$ cat config.mk
export PLATFORM = sky130hd
export DESIGN_NAME = p2pl_top
export DESIGN_NICKNAME = d
export VERILOG_FILES = /design/src/p2pl_pkg.sv /design/src/p2pl_top.sv
export VERILOG_INCLUDE_DIRS = /design/src
export SDC_FILE = /design/constraint.sdc
export NUM_CORES = 1
export LEC_CHECK = 0
export BUFFER_PORTS_ARGS = -buffer_cell sky130_fd_sc_hd__buf_2
export CAP_MARGIN = 40
export CORE_ASPECT_RATIO = 0.8
export CORE_MARGIN = 2
export CORE_UTILIZATION = 47
export DETAILED_ROUTE_END_ITERATION = 8
export PLACE_DENSITY = 0.73
export SLEW_MARGIN = 20
export SYNTH_ARGS = -nofsm -noshare
export SYNTH_HDL_FRONTEND = slang
export SYNTH_SLANG_ARGS = --single-unit
$ cat constraint.sdc
create_clock -name REF_CLK -period 1.49 [get_ports REF_CLK]
set_input_delay 0.2235 -clock REF_CLK [delete_from_list [all_inputs] [get_ports REF_CLK]]
set_output_delay 0.2235 -clock REF_CLK [all_outputs]
set_load 0.01 [all_outputs]
$ cat src/p2pl_defines.svh
// Constants and function list for the port 2 pin function logic.
// Function
// Bits 0 and 1 use the digital path only while segment select is low.
// Segment select is high when LCD memory extent is at least 0E0h.
// Bits 2 to 5 use the digital path only while analog disconnect is low.
// Bit 3 analog disconnect asserts when supervisor level equals 1111b; others tied off.
// Select 0 takes direction and data from registers; select 1 from the module. Bits 0 and 3 keep register direction under select 1.
// Bit 0 peripheral drives timer channel 2 output and feeds capture input A.
// Bit 1 peripheral carries the serial clock with module-controlled direction.
// Bit 2 peripheral is input only, feeding serial slave transmit enable.
// Bit 4 peripheral is output only, driving asynchronous transmit data.
// Bit 5 peripheral is input only, feeding asynchronous receive data.
// Bits 6 and 7 have registers but no pad; module output low.
// Flags of bits 6 and 7 change only by software writes.
// Bonded pins set flags on the selected edge; request when flag and enable.
// Input register shows the synchronized pad level for bonded bits.
`ifndef P2PL_DEFINES_SVH
`define P2PL_DEFINES_SVH
// ----------------------------------------
// Register map, offsets in 32-bit words
// ----------------------------------------
`define P2PL_OFS_IN 4'h0
`define P2PL_OFS_OUT 4'h1
`define P2PL_OFS_DIR 4'h2
`define P2PL_OFS_IFG 4'h3
`define P2PL_OFS_IES 4'h4
`define P2PL_OFS_IE 4'h5
`define P2PL_OFS_SEL 4'h6
`define P2PL_OFS_EVT 4'h7
`define P2PL_OFS_MSK 4'h8
// ----------------------------------------
// Values
// ----------------------------------------
`define P2PL_RST8 8'h00
`define P2PL_LCD_LIMIT 8'he0
`define P2PL_SVS_EXT 4'hf
`define P2PL_BONDED 8'h3f
`define P2PL_EVT_W 2
`endif

$ cat src/p2pl_pkg.sv
// Types shared by the port 2 pin function logic.
package p2pl_pkg;
    typedef struct packed {
        logic [7:0] out;
        logic [7:0] oe;
    } p2pl_pad_s;
    typedef enum logic [1:0] {
        P2PL_IDLE = 2'b01,
        P2PL_ACK = 2'b10
    } p2pl_bus_e;
endpackage

$ cat src/p2pl_top.sv
// Port 2 pin logic with Avalon-MM register slave and interrupt.
//
// Chosen here: register access over Avalon-MM and the placing of the registers.
`include "p2pl_defines.svh"
module p2pl_top (
    input wire logic REF_CLK,
    input wire logic RST_N,
    input wire logic [3:0] AVS_ADDRESS,
    input wire logic AVS_READ,
    input wire logic AVS_WRITE,
    input wire logic [31:0] AVS_WRITEDATA,
    input wire logic [3:0] AVS_BYTEENABLE,
    output logic [31:0] AVS_READDATA,
    output logic AVS_WAITREQUEST,
    input wire logic [5:0] PAD_IN,
    output logic [5:0] PAD_OUT,
    output logic [5:0] PAD_OE,
    input wire logic [7:0] LCD_MEMORY_EXTENT,
    input wire logic [3:0] SUPERVISOR_LEVEL_FIELD,
    output logic PORT_OR_SEGMENT_SELECT,
    output logic SUPERVISOR_EXT_INPUT_EN,
    input wire logic TIMER_CH2_OUT_SIGNAL,
    output logic TIMER_CH2_CAPTURE_IN_A,
    input wire logic SERIAL_CLOCK_DIR_FROM_MODULE,
    input wire logic SERIAL_UNIT_CLOCK_OUT,
    output logic SERIAL_UNIT_CLOCK_IN,
    output logic SERIAL_SLAVE_TX_ENABLE,
    input wire logic ASYNC_TX_DATA,
    output logic ASYNC_RX_DATA,
    output logic PIN_IRQ_REQUEST,
    output logic IRQ
);
    logic [7:0] pin_input_bits_r, pin_output_bits_r, pin_direction_bits_r;
    logic [7:0] pin_irq_flag_bits_r, pin_edge_select_bits_r, pin_irq_enable_bits_r;
    logic [7:0] pin_function_select_r;
    logic [7:0] prev_in_r;
    logic [1:0] evt_r, msk_r;
    logic [7:0] mod_out, mod_dir, dig_en, edge_hit;
    logic [5:0] pad_q1_r;
    logic [7:0] pad_s;
    logic [31:0] rdata_nxt;
    logic wr, flag_wr, req_prev_r, seg_prev_r;
    p2pl_pkg::p2pl_bus_e bus_r;
    p2pl_pkg::p2pl_pad_s pad_nxt, pad_r;

    // ----------------------------------------
    // Pin routing
    // ----------------------------------------
    always_comb begin
        // extent compare drives segment select.
        PORT_OR_SEGMENT_SELECT = (LCD_MEMORY_EXTENT >= `P2PL_LCD_LIMIT);
        // supervisor external input on bit 3.
        SUPERVISOR_EXT_INPUT_EN = (SUPERVISOR_LEVEL_FIELD == `P2PL_SVS_EXT);
        // segment use blocks bits 0 and 1.
        dig_en = 8'hff;
        dig_en[0] = !PORT_OR_SEGMENT_SELECT;
        dig_en[1] = !PORT_OR_SEGMENT_SELECT;
        // analog disconnect blocks bit 3.
        dig_en[3] = !SUPERVISOR_EXT_INPUT_EN;
        // timer channel 2 on bit 0.
        mod_out = 8'h00;
        mod_dir = pin_direction_bits_r;
        mod_out[0] = TIMER_CH2_OUT_SIGNAL;
        // bidirectional serial clock on bit 1.
        mod_out[1] = SERIAL_UNIT_CLOCK_OUT;
        mod_dir[1] = SERIAL_CLOCK_DIR_FROM_MODULE;
        // transmit enable pin is input.
        mod_dir[2] = 1'b0;
        // transmit data pin is output.
        mod_dir[4] = 1'b1;
        mod_out[4] = ASYNC_TX_DATA;
        // receive data pin is input.
        mod_dir[5] = 1'b0;
        // select chooses register or module control.
        pad_nxt.out = pin_function_select_r & mod_out | ~pin_function_select_r & pin_output_bits_r;
        pad_nxt.oe = pin_function_select_r & mod_dir;
        pad_nxt.oe = (pad_nxt.oe | ~pin_function_select_r & pin_direction_bits_r) & dig_en;
    end

    // Pad drive is registered so data outputs come from flip-flops.
    always_ff @(posedge REF_CLK) begin
        if (!RST_N) begin
            pad_r <= '0;
        end else begin
            pad_r <= pad_nxt;
        end
    end
    // bits 6 and 7 reach no pad.
    assign PAD_OUT = pad_r.out[5:0];
    assign PAD_OE = pad_r.oe[5:0];

    // ----------------------------------------
    // Input synchronizer and module inputs
    // ----------------------------------------
    always_ff @(posedge REF_CLK) begin
        if (!RST_N) begin
            pad_q1_r <= '0;
            pin_input_bits_r <= `P2PL_RST8;
        end else begin
            pad_q1_r <= PAD_IN;
            // input register follows the pad.
            pin_input_bits_r <= {2'b00, pad_q1_r};
        end
    end
    assign pad_s = pin_input_bits_r & {8{1'b1}} & `P2PL_BONDED & dig_en;
    always_ff @(posedge REF_CLK) begin
        if (!RST_N) begin
            TIMER_CH2_CAPTURE_IN_A <= 1'b0;
            SERIAL_UNIT_CLOCK_IN <= 1'b0;
            SERIAL_SLAVE_TX_ENABLE <= 1'b0;
            ASYNC_RX_DATA <= 1'b0;
        end else begin
            TIMER_CH2_CAPTURE_IN_A <= pad_s[0];
            SERIAL_UNIT_CLOCK_IN <= pad_s[1];
            SERIAL_SLAVE_TX_ENABLE <= pad_s[2];
            ASYNC_RX_DATA <= pad_s[5];
        end
    end

    // ----------------------------------------
    // Avalon-MM slave
    // ----------------------------------------
    // One wait cycle lets read data be registered before it is taken.
    always_ff @(posedge REF_CLK) begin
        if (!RST_N) begin
            bus_r <= p2pl_pkg::P2PL_IDLE;
        end else begin
            unique case (bus_r)
                p2pl_pkg::P2PL_IDLE: begin
                    if (AVS_READ || AVS_WRITE) begin
                        bus_r <= p2pl_pkg::P2PL_ACK;
                    end
                end
                p2pl_pkg::P2PL_ACK: begin
                    bus_r <= p2pl_pkg::P2PL_IDLE;
                end
                default: begin
                    bus_r <= p2pl_pkg::P2PL_IDLE;
                end
            endcase
        end
    end
    assign AVS_WAITREQUEST = (AVS_READ || AVS_WRITE) && bus_r != p2pl_pkg::P2PL_ACK;
    assign wr = AVS_WRITE && bus_r == p2pl_pkg::P2PL_ACK && AVS_BYTEENABLE[0];
    assign flag_wr = wr && AVS_ADDRESS == `P2PL_OFS_IFG;

    always_comb begin
        rdata_nxt = '0;
        unique case (AVS_ADDRESS)
            `P2PL_OFS_IN: rdata_nxt[7:0] = pin_input_bits_r;
            `P2PL_OFS_OUT: rdata_nxt[7:0] = pin_output_bits_r;
            `P2PL_OFS_DIR: rdata_nxt[7:0] = pin_direction_bits_r;
            `P2PL_OFS_IFG: rdata_nxt[7:0] = pin_irq_flag_bits_r;
            `P2PL_OFS_IES: rdata_nxt[7:0] = pin_edge_select_bits_r;
            `P2PL_OFS_IE: rdata_nxt[7:0] = pin_irq_enable_bits_r;
            `P2PL_OFS_SEL: rdata_nxt[7:0] = pin_function_select_r;
            `P2PL_OFS_EVT: rdata_nxt[1:0] = evt_r;
            `P2PL_OFS_MSK: rdata_nxt[1:0] = msk_r;
            default: rdata_nxt = '0;
        endcase
    end
    always_ff @(posedge REF_CLK) begin
        if (!RST_N) begin
            AVS_READDATA <= '0;
        end else if (AVS_READ && bus_r == p2pl_pkg::P2PL_IDLE) begin
            AVS_READDATA <= rdata_nxt;
        end
    end

    always_ff @(posedge REF_CLK) begin
        if (!RST_N) begin
            pin_output_bits_r <= `P2PL_RST8;
            pin_direction_bits_r <= `P2PL_RST8;
            pin_edge_select_bits_r <= `P2PL_RST8;
            pin_irq_enable_bits_r <= `P2PL_RST8;
            pin_function_select_r <= `P2PL_RST8;
            msk_r <= '0;
        end else if (wr) begin
            unique case (AVS_ADDRESS)
                `P2PL_OFS_OUT: pin_output_bits_r <= AVS_WRITEDATA[7:0];
                `P2PL_OFS_DIR: pin_direction_bits_r <= AVS_WRITEDATA[7:0];
                `P2PL_OFS_IES: pin_edge_select_bits_r <= AVS_WRITEDATA[7:0];
                `P2PL_OFS_IE: pin_irq_enable_bits_r <= AVS_WRITEDATA[7:0];
                `P2PL_OFS_SEL: pin_function_select_r <= AVS_WRITEDATA[7:0];
                `P2PL_OFS_MSK: msk_r <= AVS_WRITEDATA[1:0];
                default: ;
            endcase
        end
    end

    // ----------------------------------------
    // Pin interrupt flags
    // ----------------------------------------
    always_ff @(posedge REF_CLK) begin
        if (!RST_N) begin
            prev_in_r <= `P2PL_RST8;
        end else begin
            prev_in_r <= pin_input_bits_r;
        end
    end
    // edge chosen by edge select bit.
    assign edge_hit = ((pin_edge_select_bits_r & prev_in_r & ~pin_input_bits_r)
        | (~pin_edge_select_bits_r & ~prev_in_r & pin_input_bits_r)) & `P2PL_BONDED;
    always_ff @(posedge REF_CLK) begin
        if (!RST_N) begin
            pin_irq_flag_bits_r <= `P2PL_RST8;
        end else begin
            // unbonded flags only change by write; edges win over the write.
            pin_irq_flag_bits_r <= (flag_wr ? AVS_WRITEDATA[7:0] : pin_irq_flag_bits_r) | edge_hit;
        end
    end
    // request from flag and enable.
    assign PIN_IRQ_REQUEST = |(pin_irq_flag_bits_r & pin_irq_enable_bits_r);

    // ----------------------------------------
    // Block events: 0 = pin request rose, 1 = segment select changed
    // ----------------------------------------
    always_ff @(posedge REF_CLK) begin
        if (!RST_N) begin
            req_prev_r <= 1'b0;
            seg_prev_r <= 1'b0;
            evt_r <= '0;
        end else begin
            req_prev_r <= PIN_IRQ_REQUEST;
            seg_prev_r <= PORT_OR_SEGMENT_SELECT;
            evt_r <= (evt_r & ~((wr && AVS_ADDRESS == `P2PL_OFS_EVT) ? AVS_WRITEDATA[1:0] : 2'b00))
                | {PORT_OR_SEGMENT_SELECT != seg_prev_r,
                   PIN_IRQ_REQUEST && !req_prev_r};
        end
    end
    assign IRQ = |(evt_r & msk_r);

    // ----------------------------------------
    // Assertions
    // ----------------------------------------
    // segment blocks drive.
    a_seg_blocks_oe: assert property (@(posedge REF_CLK) disable iff (!RST_N)
        PORT_OR_SEGMENT_SELECT |=> PAD_OE[1:0] == 2'b00)
        else $error("segment pins driven");

    // port path kept.
    a_seg_port_on: assert property (@(posedge REF_CLK) disable iff (!RST_N)
        !PORT_OR_SEGMENT_SELECT && !pin_function_select_r[0]
        |=> PAD_OE[0] == $past(pin_direction_bits_r[0]))
        else $error("port path lost on bit 0");

    // threshold gates inputs.
    a_seg_threshold: assert property (@(posedge REF_CLK) disable iff (!RST_N)
        LCD_MEMORY_EXTENT >= `P2PL_LCD_LIMIT |=> !TIMER_CH2_CAPTURE_IN_A && !SERIAL_UNIT_CLOCK_IN)
        else $error("segment select bad");

    // bit 2 kept.
    a_analog_tie: assert property (@(posedge REF_CLK) disable iff (!RST_N)
        !pin_function_select_r[2] |=> PAD_OE[2] == $past(pin_direction_bits_r[2]))
        else $error("bit 2 port path lost");

    // bit 3 released.
    a_svs_disconnect: assert property (@(posedge REF_CLK) disable iff (!RST_N)
        SUPERVISOR_LEVEL_FIELD == `P2PL_SVS_EXT |=> PAD_OE[3] == 1'b0)
        else $error("bit 3 not released");

    // register direction.
    a_reg_dir: assert property (@(posedge REF_CLK) disable iff (!RST_N)
        !pin_function_select_r[5] |=> PAD_OE[5] == $past(pin_direction_bits_r[5]))
        else $error("register direction lost");

    // timer output.
    a_timer_out: assert property (@(posedge REF_CLK) disable iff (!RST_N)
        pin_function_select_r[0] |=> PAD_OUT[0] == $past(TIMER_CH2_OUT_SIGNAL))
        else $error("timer output not on bit 0");

    // capture input feed.
    a_capture_in: assert property (@(posedge REF_CLK) disable iff (!RST_N)
        1'b1 |=> TIMER_CH2_CAPTURE_IN_A
            == ($past(pin_input_bits_r[0]) && !$past(PORT_OR_SEGMENT_SELECT)))
        else $error("capture input wrong");

    // serial clock path.
    a_sclk_path: assert property (@(posedge REF_CLK) disable iff (!RST_N)
        pin_function_select_r[1] && !PORT_OR_SEGMENT_SELECT
        |=> PAD_OE[1] == $past(SERIAL_CLOCK_DIR_FROM_MODULE)
            && PAD_OUT[1] == $past(SERIAL_UNIT_CLOCK_OUT))
        else $error("serial clock path wrong");

    // slave enable pin.
    a_ste_in: assert property (@(posedge REF_CLK) disable iff (!RST_N)
        pin_function_select_r[2] |=> !PAD_OE[2] && !PAD_OUT[2])
        else $error("slave enable pin driven");

    // slave enable feed.
    a_ste_feed: assert property (@(posedge REF_CLK) disable iff (!RST_N)
        1'b1 |=> SERIAL_SLAVE_TX_ENABLE == $past(pin_input_bits_r[2]))
        else $error("slave enable feed wrong");

    // transmit pin.
    a_tx_out: assert property (@(posedge REF_CLK) disable iff (!RST_N)
        pin_function_select_r[4] |=> PAD_OE[4] && PAD_OUT[4] == $past(ASYNC_TX_DATA))
        else $error("tx pin wrong");

    // receive pin.
    a_rx_in: assert property (@(posedge REF_CLK) disable iff (!RST_N)
        pin_function_select_r[5] |=> !PAD_OE[5])
        else $error("rx pin driven");

    // receive data feed.
    a_rx_feed: assert property (@(posedge REF_CLK) disable iff (!RST_N)
        1'b1 |=> ASYNC_RX_DATA == $past(pin_input_bits_r[5]))
        else $error("receive feed wrong");

    // unbonded module output.
    a_unbonded_out: assert property (@(posedge REF_CLK) disable iff (!RST_N)
        1'b1 |=> (pad_r.out[7:6] & $past(pin_function_select_r[7:6])) == 2'b00)
        else $error("unbonded module output not low");

    // unbonded flags soft.
    a_unbonded_flag: assert property (@(posedge REF_CLK) disable iff (!RST_N)
        !flag_wr |=> pin_irq_flag_bits_r[7:6] == $past(pin_irq_flag_bits_r[7:6]))
        else $error("unbonded flag moved");

    // edge sets flag.
    a_edge_flag: assert property (@(posedge REF_CLK) disable iff (!RST_N)
        edge_hit != 8'h00 |=> (pin_irq_flag_bits_r & $past(edge_hit)) == $past(edge_hit))
        else $error("edge lost against write");

    // input register follows.
    a_input_sync: assert property (@(posedge REF_CLK) disable iff (!RST_N)
        ##2 pin_input_bits_r[5:0] == $past(PAD_IN, 2))
        else $error("input register stale");

    // ----------------------------------------
    // Bus and event checks
    // ----------------------------------------
    // Read data carries the register in the low byte only.
    a_read_sel: assert property (@(posedge REF_CLK) disable iff (!RST_N)
        AVS_READ && bus_r == p2pl_pkg::P2PL_IDLE && AVS_ADDRESS == `P2PL_OFS_SEL
        |=> AVS_READDATA == {24'h000000, $past(pin_function_select_r)})
        else $error("read data wrong");

    // The answer follows one wait cycle after the request.
    a_bus_answer: assert property (@(posedge REF_CLK) disable iff (!RST_N)
        (AVS_READ || AVS_WRITE) && bus_r == p2pl_pkg::P2PL_IDLE |=> !AVS_WAITREQUEST)
        else $error("answer late");

    // A set segment select event stays until a one is written to it.
    a_event_sticky: assert property (@(posedge REF_CLK) disable iff (!RST_N)
        evt_r[1] && !(wr && AVS_ADDRESS == `P2PL_OFS_EVT && AVS_WRITEDATA[1])
        |=> evt_r[1])
        else $error("event bit lost");

    // ----------------------------------------
    // Cover points
    // ----------------------------------------
    c_seg_mode: cover property (@(posedge REF_CLK) PORT_OR_SEGMENT_SELECT);
    c_pin_irq: cover property (@(posedge REF_CLK) PIN_IRQ_REQUEST && IRQ);
    c_module_mode: cover property (@(posedge REF_CLK) pin_function_select_r[1] && PAD_OE[1]);
    c_soft_flag: cover property (@(posedge REF_CLK) pin_irq_flag_bits_r[7:6] != 2'b00);
    c_bus_answer: cover property (@(posedge REF_CLK) AVS_READ && !AVS_WAITREQUEST);
endmodule // p2pl_top

Yosys cells after proc, flatten, opt, wreduce, memory -nomap -nowiden
Cells that the tools add are included. Widths: inputs -> output; s select.

Magnitude comparators: 1. Equality and inequality tests: 13. Muxes and demuxes: 4. Bitwise gates (word level): 23. Reduce and logical (&&, ||, !) cells: 21.

Operator list (count): $and 6x6->6 (8); $pmux 6 s7 (1); $not 6->6 (4); $or 6x6->6 (3); $pmux 2 s9 (1); $eq 4x3->1 const B (4); $reduce_and 2->1 (7); $and 6x5->6 (2); $and 8x8->8 (1); $eq 4x2->1 const B (2); $eq 4x4->1 const B (2); $ge 8x8->1 const B (1); $mux 8 (1); $or 8x6->8 (1); $reduce_or 8->1 (1); $logic_and 1x1->1 (7); $and 2x2->2 (2); $eq 4x1->1 const B (1); $logic_not 4->1 (1); $logic_not 1->1 (3); $eq 2x1->1 const B (1); $eq 2x2->1 const B (1); $mux 2 (1); $ne 2x2->1 const B (1); 5 further kinds (5).

Register bits: 98. Output and inout bits: 53. Logic and storage cells: 83.

Logic depth before layout (Yosys ltp)
Depth after elaboration: 8. Depth in mapped cells: 7.

Least setup slack after synthesis
OpenSTA, ideal clock, no wires.

Kind: flip-flop to flip-flop. From: register bus_r[1]. To: register pin_edge_select_bits_r[0]. Data arrival time: 1.392 ns. Required time: 1.362 ns. Setup slack: -0.030 ns. Cell stages (with the launch flop): 6. Path buffers: 1. Path through: dfxtp_1 > nand4b_4 > or4_1 > buf_2 > mux2i_1 > nor2_1.

Longest elaborated chain between the ends: 4.

Ends and longest elaborated chain: from (decl) (line p2pl_top.sv:43) `p2pl_pkg::p2pl_bus_e bus_r;`; from (signal assigned) (line p2pl_top.sv:126) `bus_r <= p2pl_pkg::P2PL_IDLE;`; from (signal assigned) (line p2pl_top.sv:131) `bus_r <= p2pl_pkg::P2PL_ACK;`; from (signal assigned) (line p2pl_top.sv:135) `bus_r <= p2pl_pkg::P2PL_IDLE;`; $eq 2x2->1 (line p2pl_top.sv:144) `assign wr = AVS_WRITE && bus_r == p2pl_pkg::P2PL_ACK && AVS_BYTEENABLE[0];`; $logic_and 1x1->1 (2 in a row) (line p2pl_top.sv:144); $reduce_and 2->1 (no line); to (signal assigned) (line p2pl_top.sv:174) `` pin_edge_select_bits_r <= `P2PL_RST8; ``; to (signal assigned) (line p2pl_top.sv:182) `` `P2PL_OFS_IES: pin_edge_select_bits_r <= AVS_WRITEDATA[7:0]; ``; to (decl) (line p2pl_top.sv:34) `logic [7:0] pin_irq_flag_bits_r, pin_edge_select_bits_r, pin_irq_enable_bits_r;`.

Every way passes these cells. A chain may end at the register's enable or synchronous reset.

Worst setup path after layout
From: register bus_r[0]. To: register pin_edge_select_bits_r[2].

Same word-level chain as after synthesis.

==> run metrics <==
met2 WL 4810 um; CTS max path bufs 2; CP Capture Type register; crit path max-delay cell type or4_4; CP Max Fanout 8; met3 WL post-DR 729 um; CP Depth 5; final instance area 5280 um^2; register area share after synthesis 45.1%; Setup Viol. Count Final 6; syn_area_per_cell 9.83 um^2; nets 592; Synth Area in Compound Gates 9.40%; Final WS setup -16.3 ps; delay-heaviest family, CP simple AND/OR/NAND/NOR gates; top post-synthesis cells by area dfxtp_1 (45%), mux2i_1 (15%), buf_4 (4.9%); Final Skew 6.71 ps; vias in the first global route 3318; Die Y 89.1 um; post-route clock period utilization 101%; clock tree sinks 96; buffers plus inverters on the worst setup path 1; leakage 0.00237 uW; outcome finished, violations left; cell with the most instances after synthesis dfxtp_1; post-synth top area cell dfxtp_1; highest routed layer met4; Worst-Skew Late Latency 350 ps; H-tree depth 3; gr usage total 22.0%; HPWL after DPL 7410 um; hold buffer count at CTS 0; PortBufs 62; Initial Util 47.7%; grt total ovfl 0; CTS Root Cell clkbuf_16; WS Path Type reg2reg; startpoint types register; RSZ-0062 raised after global routing true; main combinational cell family by area after synthesis simple AND/OR/NAND/NOR gates; # IOs 119; P per Cell Area 1040 nW/um^2; Post-Syn Instances 433; Synth Register Bits 96; Inst Count DP 628; Simple-Gate Fraction of Synth Area 21.2%; Routed Antenna Nets 0; area share of fa/ha/maj cells after synthesis 0%; Die Area 9840 um^2; most frequent cells after synthesis dfxtp_1 (96), mux2i_1 (64), nor2_1 (55); mux cell area share after synthesis 16.1%; max-cap violations 0; Place WS -151 ps; drt first pass iters 5; Non-Filler Instances 646; post-layout min period 1510 ps; Power Total 5470 uW; initial antenna violation count 0; Worst EP required 1720 ps; Die Width 110 um; Mapped Area 4260 um^2; post-layout util 59.2%; Core Region 8920 um^2; M1 wire length 4850 um; r2r worst-path depth 5; CTS tree done; crit path cell chain nand4b_4 > or4_4 > buf_12 > mux2i_2 > nor2_1; starting DRC count in detailed routing 310; Synth Flop Type dfxtp_1; Worst path max stage delay 510 ps; Slew Viols, Final 0; std cell rows 31; Critical Path AT 1740 ps; cts bufs inserted 9; Worst Hold Depth 2; area delta synth->final 24.0%; via/cell ratio 5.35; Min-Delay Path Class in2reg; Synth Area in XOR/XNOR 0.206%; number of synthesized flops with an enable pin 0; largest net degree at the start of global routing 64; Hold Violations, Final 0; Synth top area share 45.1%; Yosys cell types 56; Placed Area 4900 um^2; maximum vdd drop 0.748 mV; number of remaining DRC errors 0; Antenna diodes 0; share of cells above drive strength 1 29.2%; ys async rst share 0%; Reg clk slew, reported paths 70 ps; routed wire length 10500 um; highest clock rate 0.664 GHz; Yosys warning total 0; DR vias 3459; WL/cell 16.3 um; GPL Wtd Cong 0.924; failing checks setup timing; first-pass GRT wire length 16900 um
==> final timing paths <==
| path | from | end | slack (ps) |
|---|---|---|---|
| worst max-delay path | bus_r[0]$_SDFFE_PN1N_ | pin_edge_select_bits_r[2]$_SDFFE_PN0P_ | -20 |
| worst min-delay path | PAD_IN[5] | pad_q1_r[5]$_SDFF_PN0_ | 80 |
| worst max register to register | bus_r[0]$_SDFFE_PN1N_ | pin_edge_select_bits_r[2]$_SDFFE_PN0P_ | -20 |
| worst min register to register | pad_q1_r[2]$_SDFF_PN0_ | pin_input_bits_r[2]$_SDFF_PN0_ | 430 |
==> per-stage QoR <==
step | setup TNS, ps | hold slack [ps]
after floorplan | 0 | 351
after global placement | -911 | 415
after detailed placement | -1750 | 418
after CTS | -7.99 | 70.2
after global routing | -1700 | 80.8
final | -61.7 | 82.5
==> sequential cells by signal, indices dropped and copies added (netlist names) <==
register	cells
ASYNC_RX_DATA	1
AVS_READDATA	8
PAD_OE	6
PAD_OUT	6
SERIAL_UNIT_CLOCK_IN	1
TIMER_CH2_CAPTURE_IN_A	1
bus_r	2
evt_r	2
msk_r	2
pad_q1_r	6
pin_direction_bits_r	8
pin_edge_select_bits_r	8
pin_function_select_r	8
pin_input_bits_r	6
pin_irq_enable_bits_r	8
pin_irq_flag_bits_r	8
pin_output_bits_r	8
prev_in_r	5
req_prev_r	1
seg_prev_r	1
==> logic make-up (layout without fill, tap and decap cells) <==
family,count (synthesis),after routing
AO/OA/AOI/OAI,56,56
XOR/XNOR,1,1
buffers and inverters,58,133
flip-flops,96,96
multiplexers,67,67
other,1,24
AND/OR/NAND/NOR,154,154
==> where the power goes <==
| group | switching, uW | total [uW] | internal [uW] | leakage (uW) |
|---|---|---|---|---|
| sequential | 28.6 | 2630 | 2610 | 0.000778 |
| clock | 996 | 2400 | 1400 | 0.000157 |
| combinational | 248 | 435 | 187 | 0.00144 |
==> cells in the final DEF, fill, tap and decap left out, types with 2 or more instances in the layout <==
cell / netlist / final
dfxtp_1: 96 / 93
mux2i_1: 64 / 63
buf_2: 7 / 62
nor2_1: 55 / 55
buf_4: 28 / 41
conb_1: 1 / 24
and2_1: 21 / 21
nand3b_1: 13 / 13
nand2_1: 11 / 11
nand3_1: 9 / 9
clkbuf_16: 0 / 9
o21ai_0: 7 / 7
nor3b_1: 8 / 7
a21oi_1: 6 / 6
or3b_2: 6 / 6
a31oi_1: 6 / 6
a211oi_1: 6 / 6
and3_1: 6 / 6
buf_12: 0 / 6
a22oi_1: 8 / 5
inv_1: 5 / 5
nor2b_1: 5 / 5
nor3_1: 5 / 5
a22oi_2: 0 / 3
a22o_1: 3 / 3
a21boi_0: 3 / 3
o31ai_1: 3 / 3
dfxtp_2: 0 / 3
nor4_4: 2 / 2
nand3_2: 2 / 2
o21a_1: 2 / 2
mux2_2: 2 / 2
a221oi_1: 2 / 2
clkbuf_8: 0 / 2
inv_6: 0 / 2
buf_6: 0 / 2
==> per-layer routing <==
metal / vias up / GRT usage (%)
met5: - / 0
met3: 13 / 5.83
li1: 1667 / -
met4: 0 / 6.93
met1: 1643 / 29.3
met2: 136 / 35.8
==> layout make-up <==
cell class                      count  area (um^2)
Tap cell                          115          144
Fill cell                         780         3640
Inverter                            6         22.5
Sequential cell                    96         1930
Clock buffer                       11          253
Clock inverter                      5         61.3
Timing Repair Buffer              111          761
Multi-Input combinational cell    302         2110
==> worst register-to-register path: stages, from the launching register on <==
cell      delay (ps)
dfxtp_2          320
nand4b_4         170
or4_4            510
buf_12           170
mux2i_2          170
nor2_1            60
==> timing repair <==
action / 4_1_cts / 5_1_grt
resized for setup: 6 / 7
setup endpoints to repair: 12 / 37
setup buffers: 1 / 1
pin swaps: 1 / 11
No activity file was read; power rests on OpenSTA's default activity.
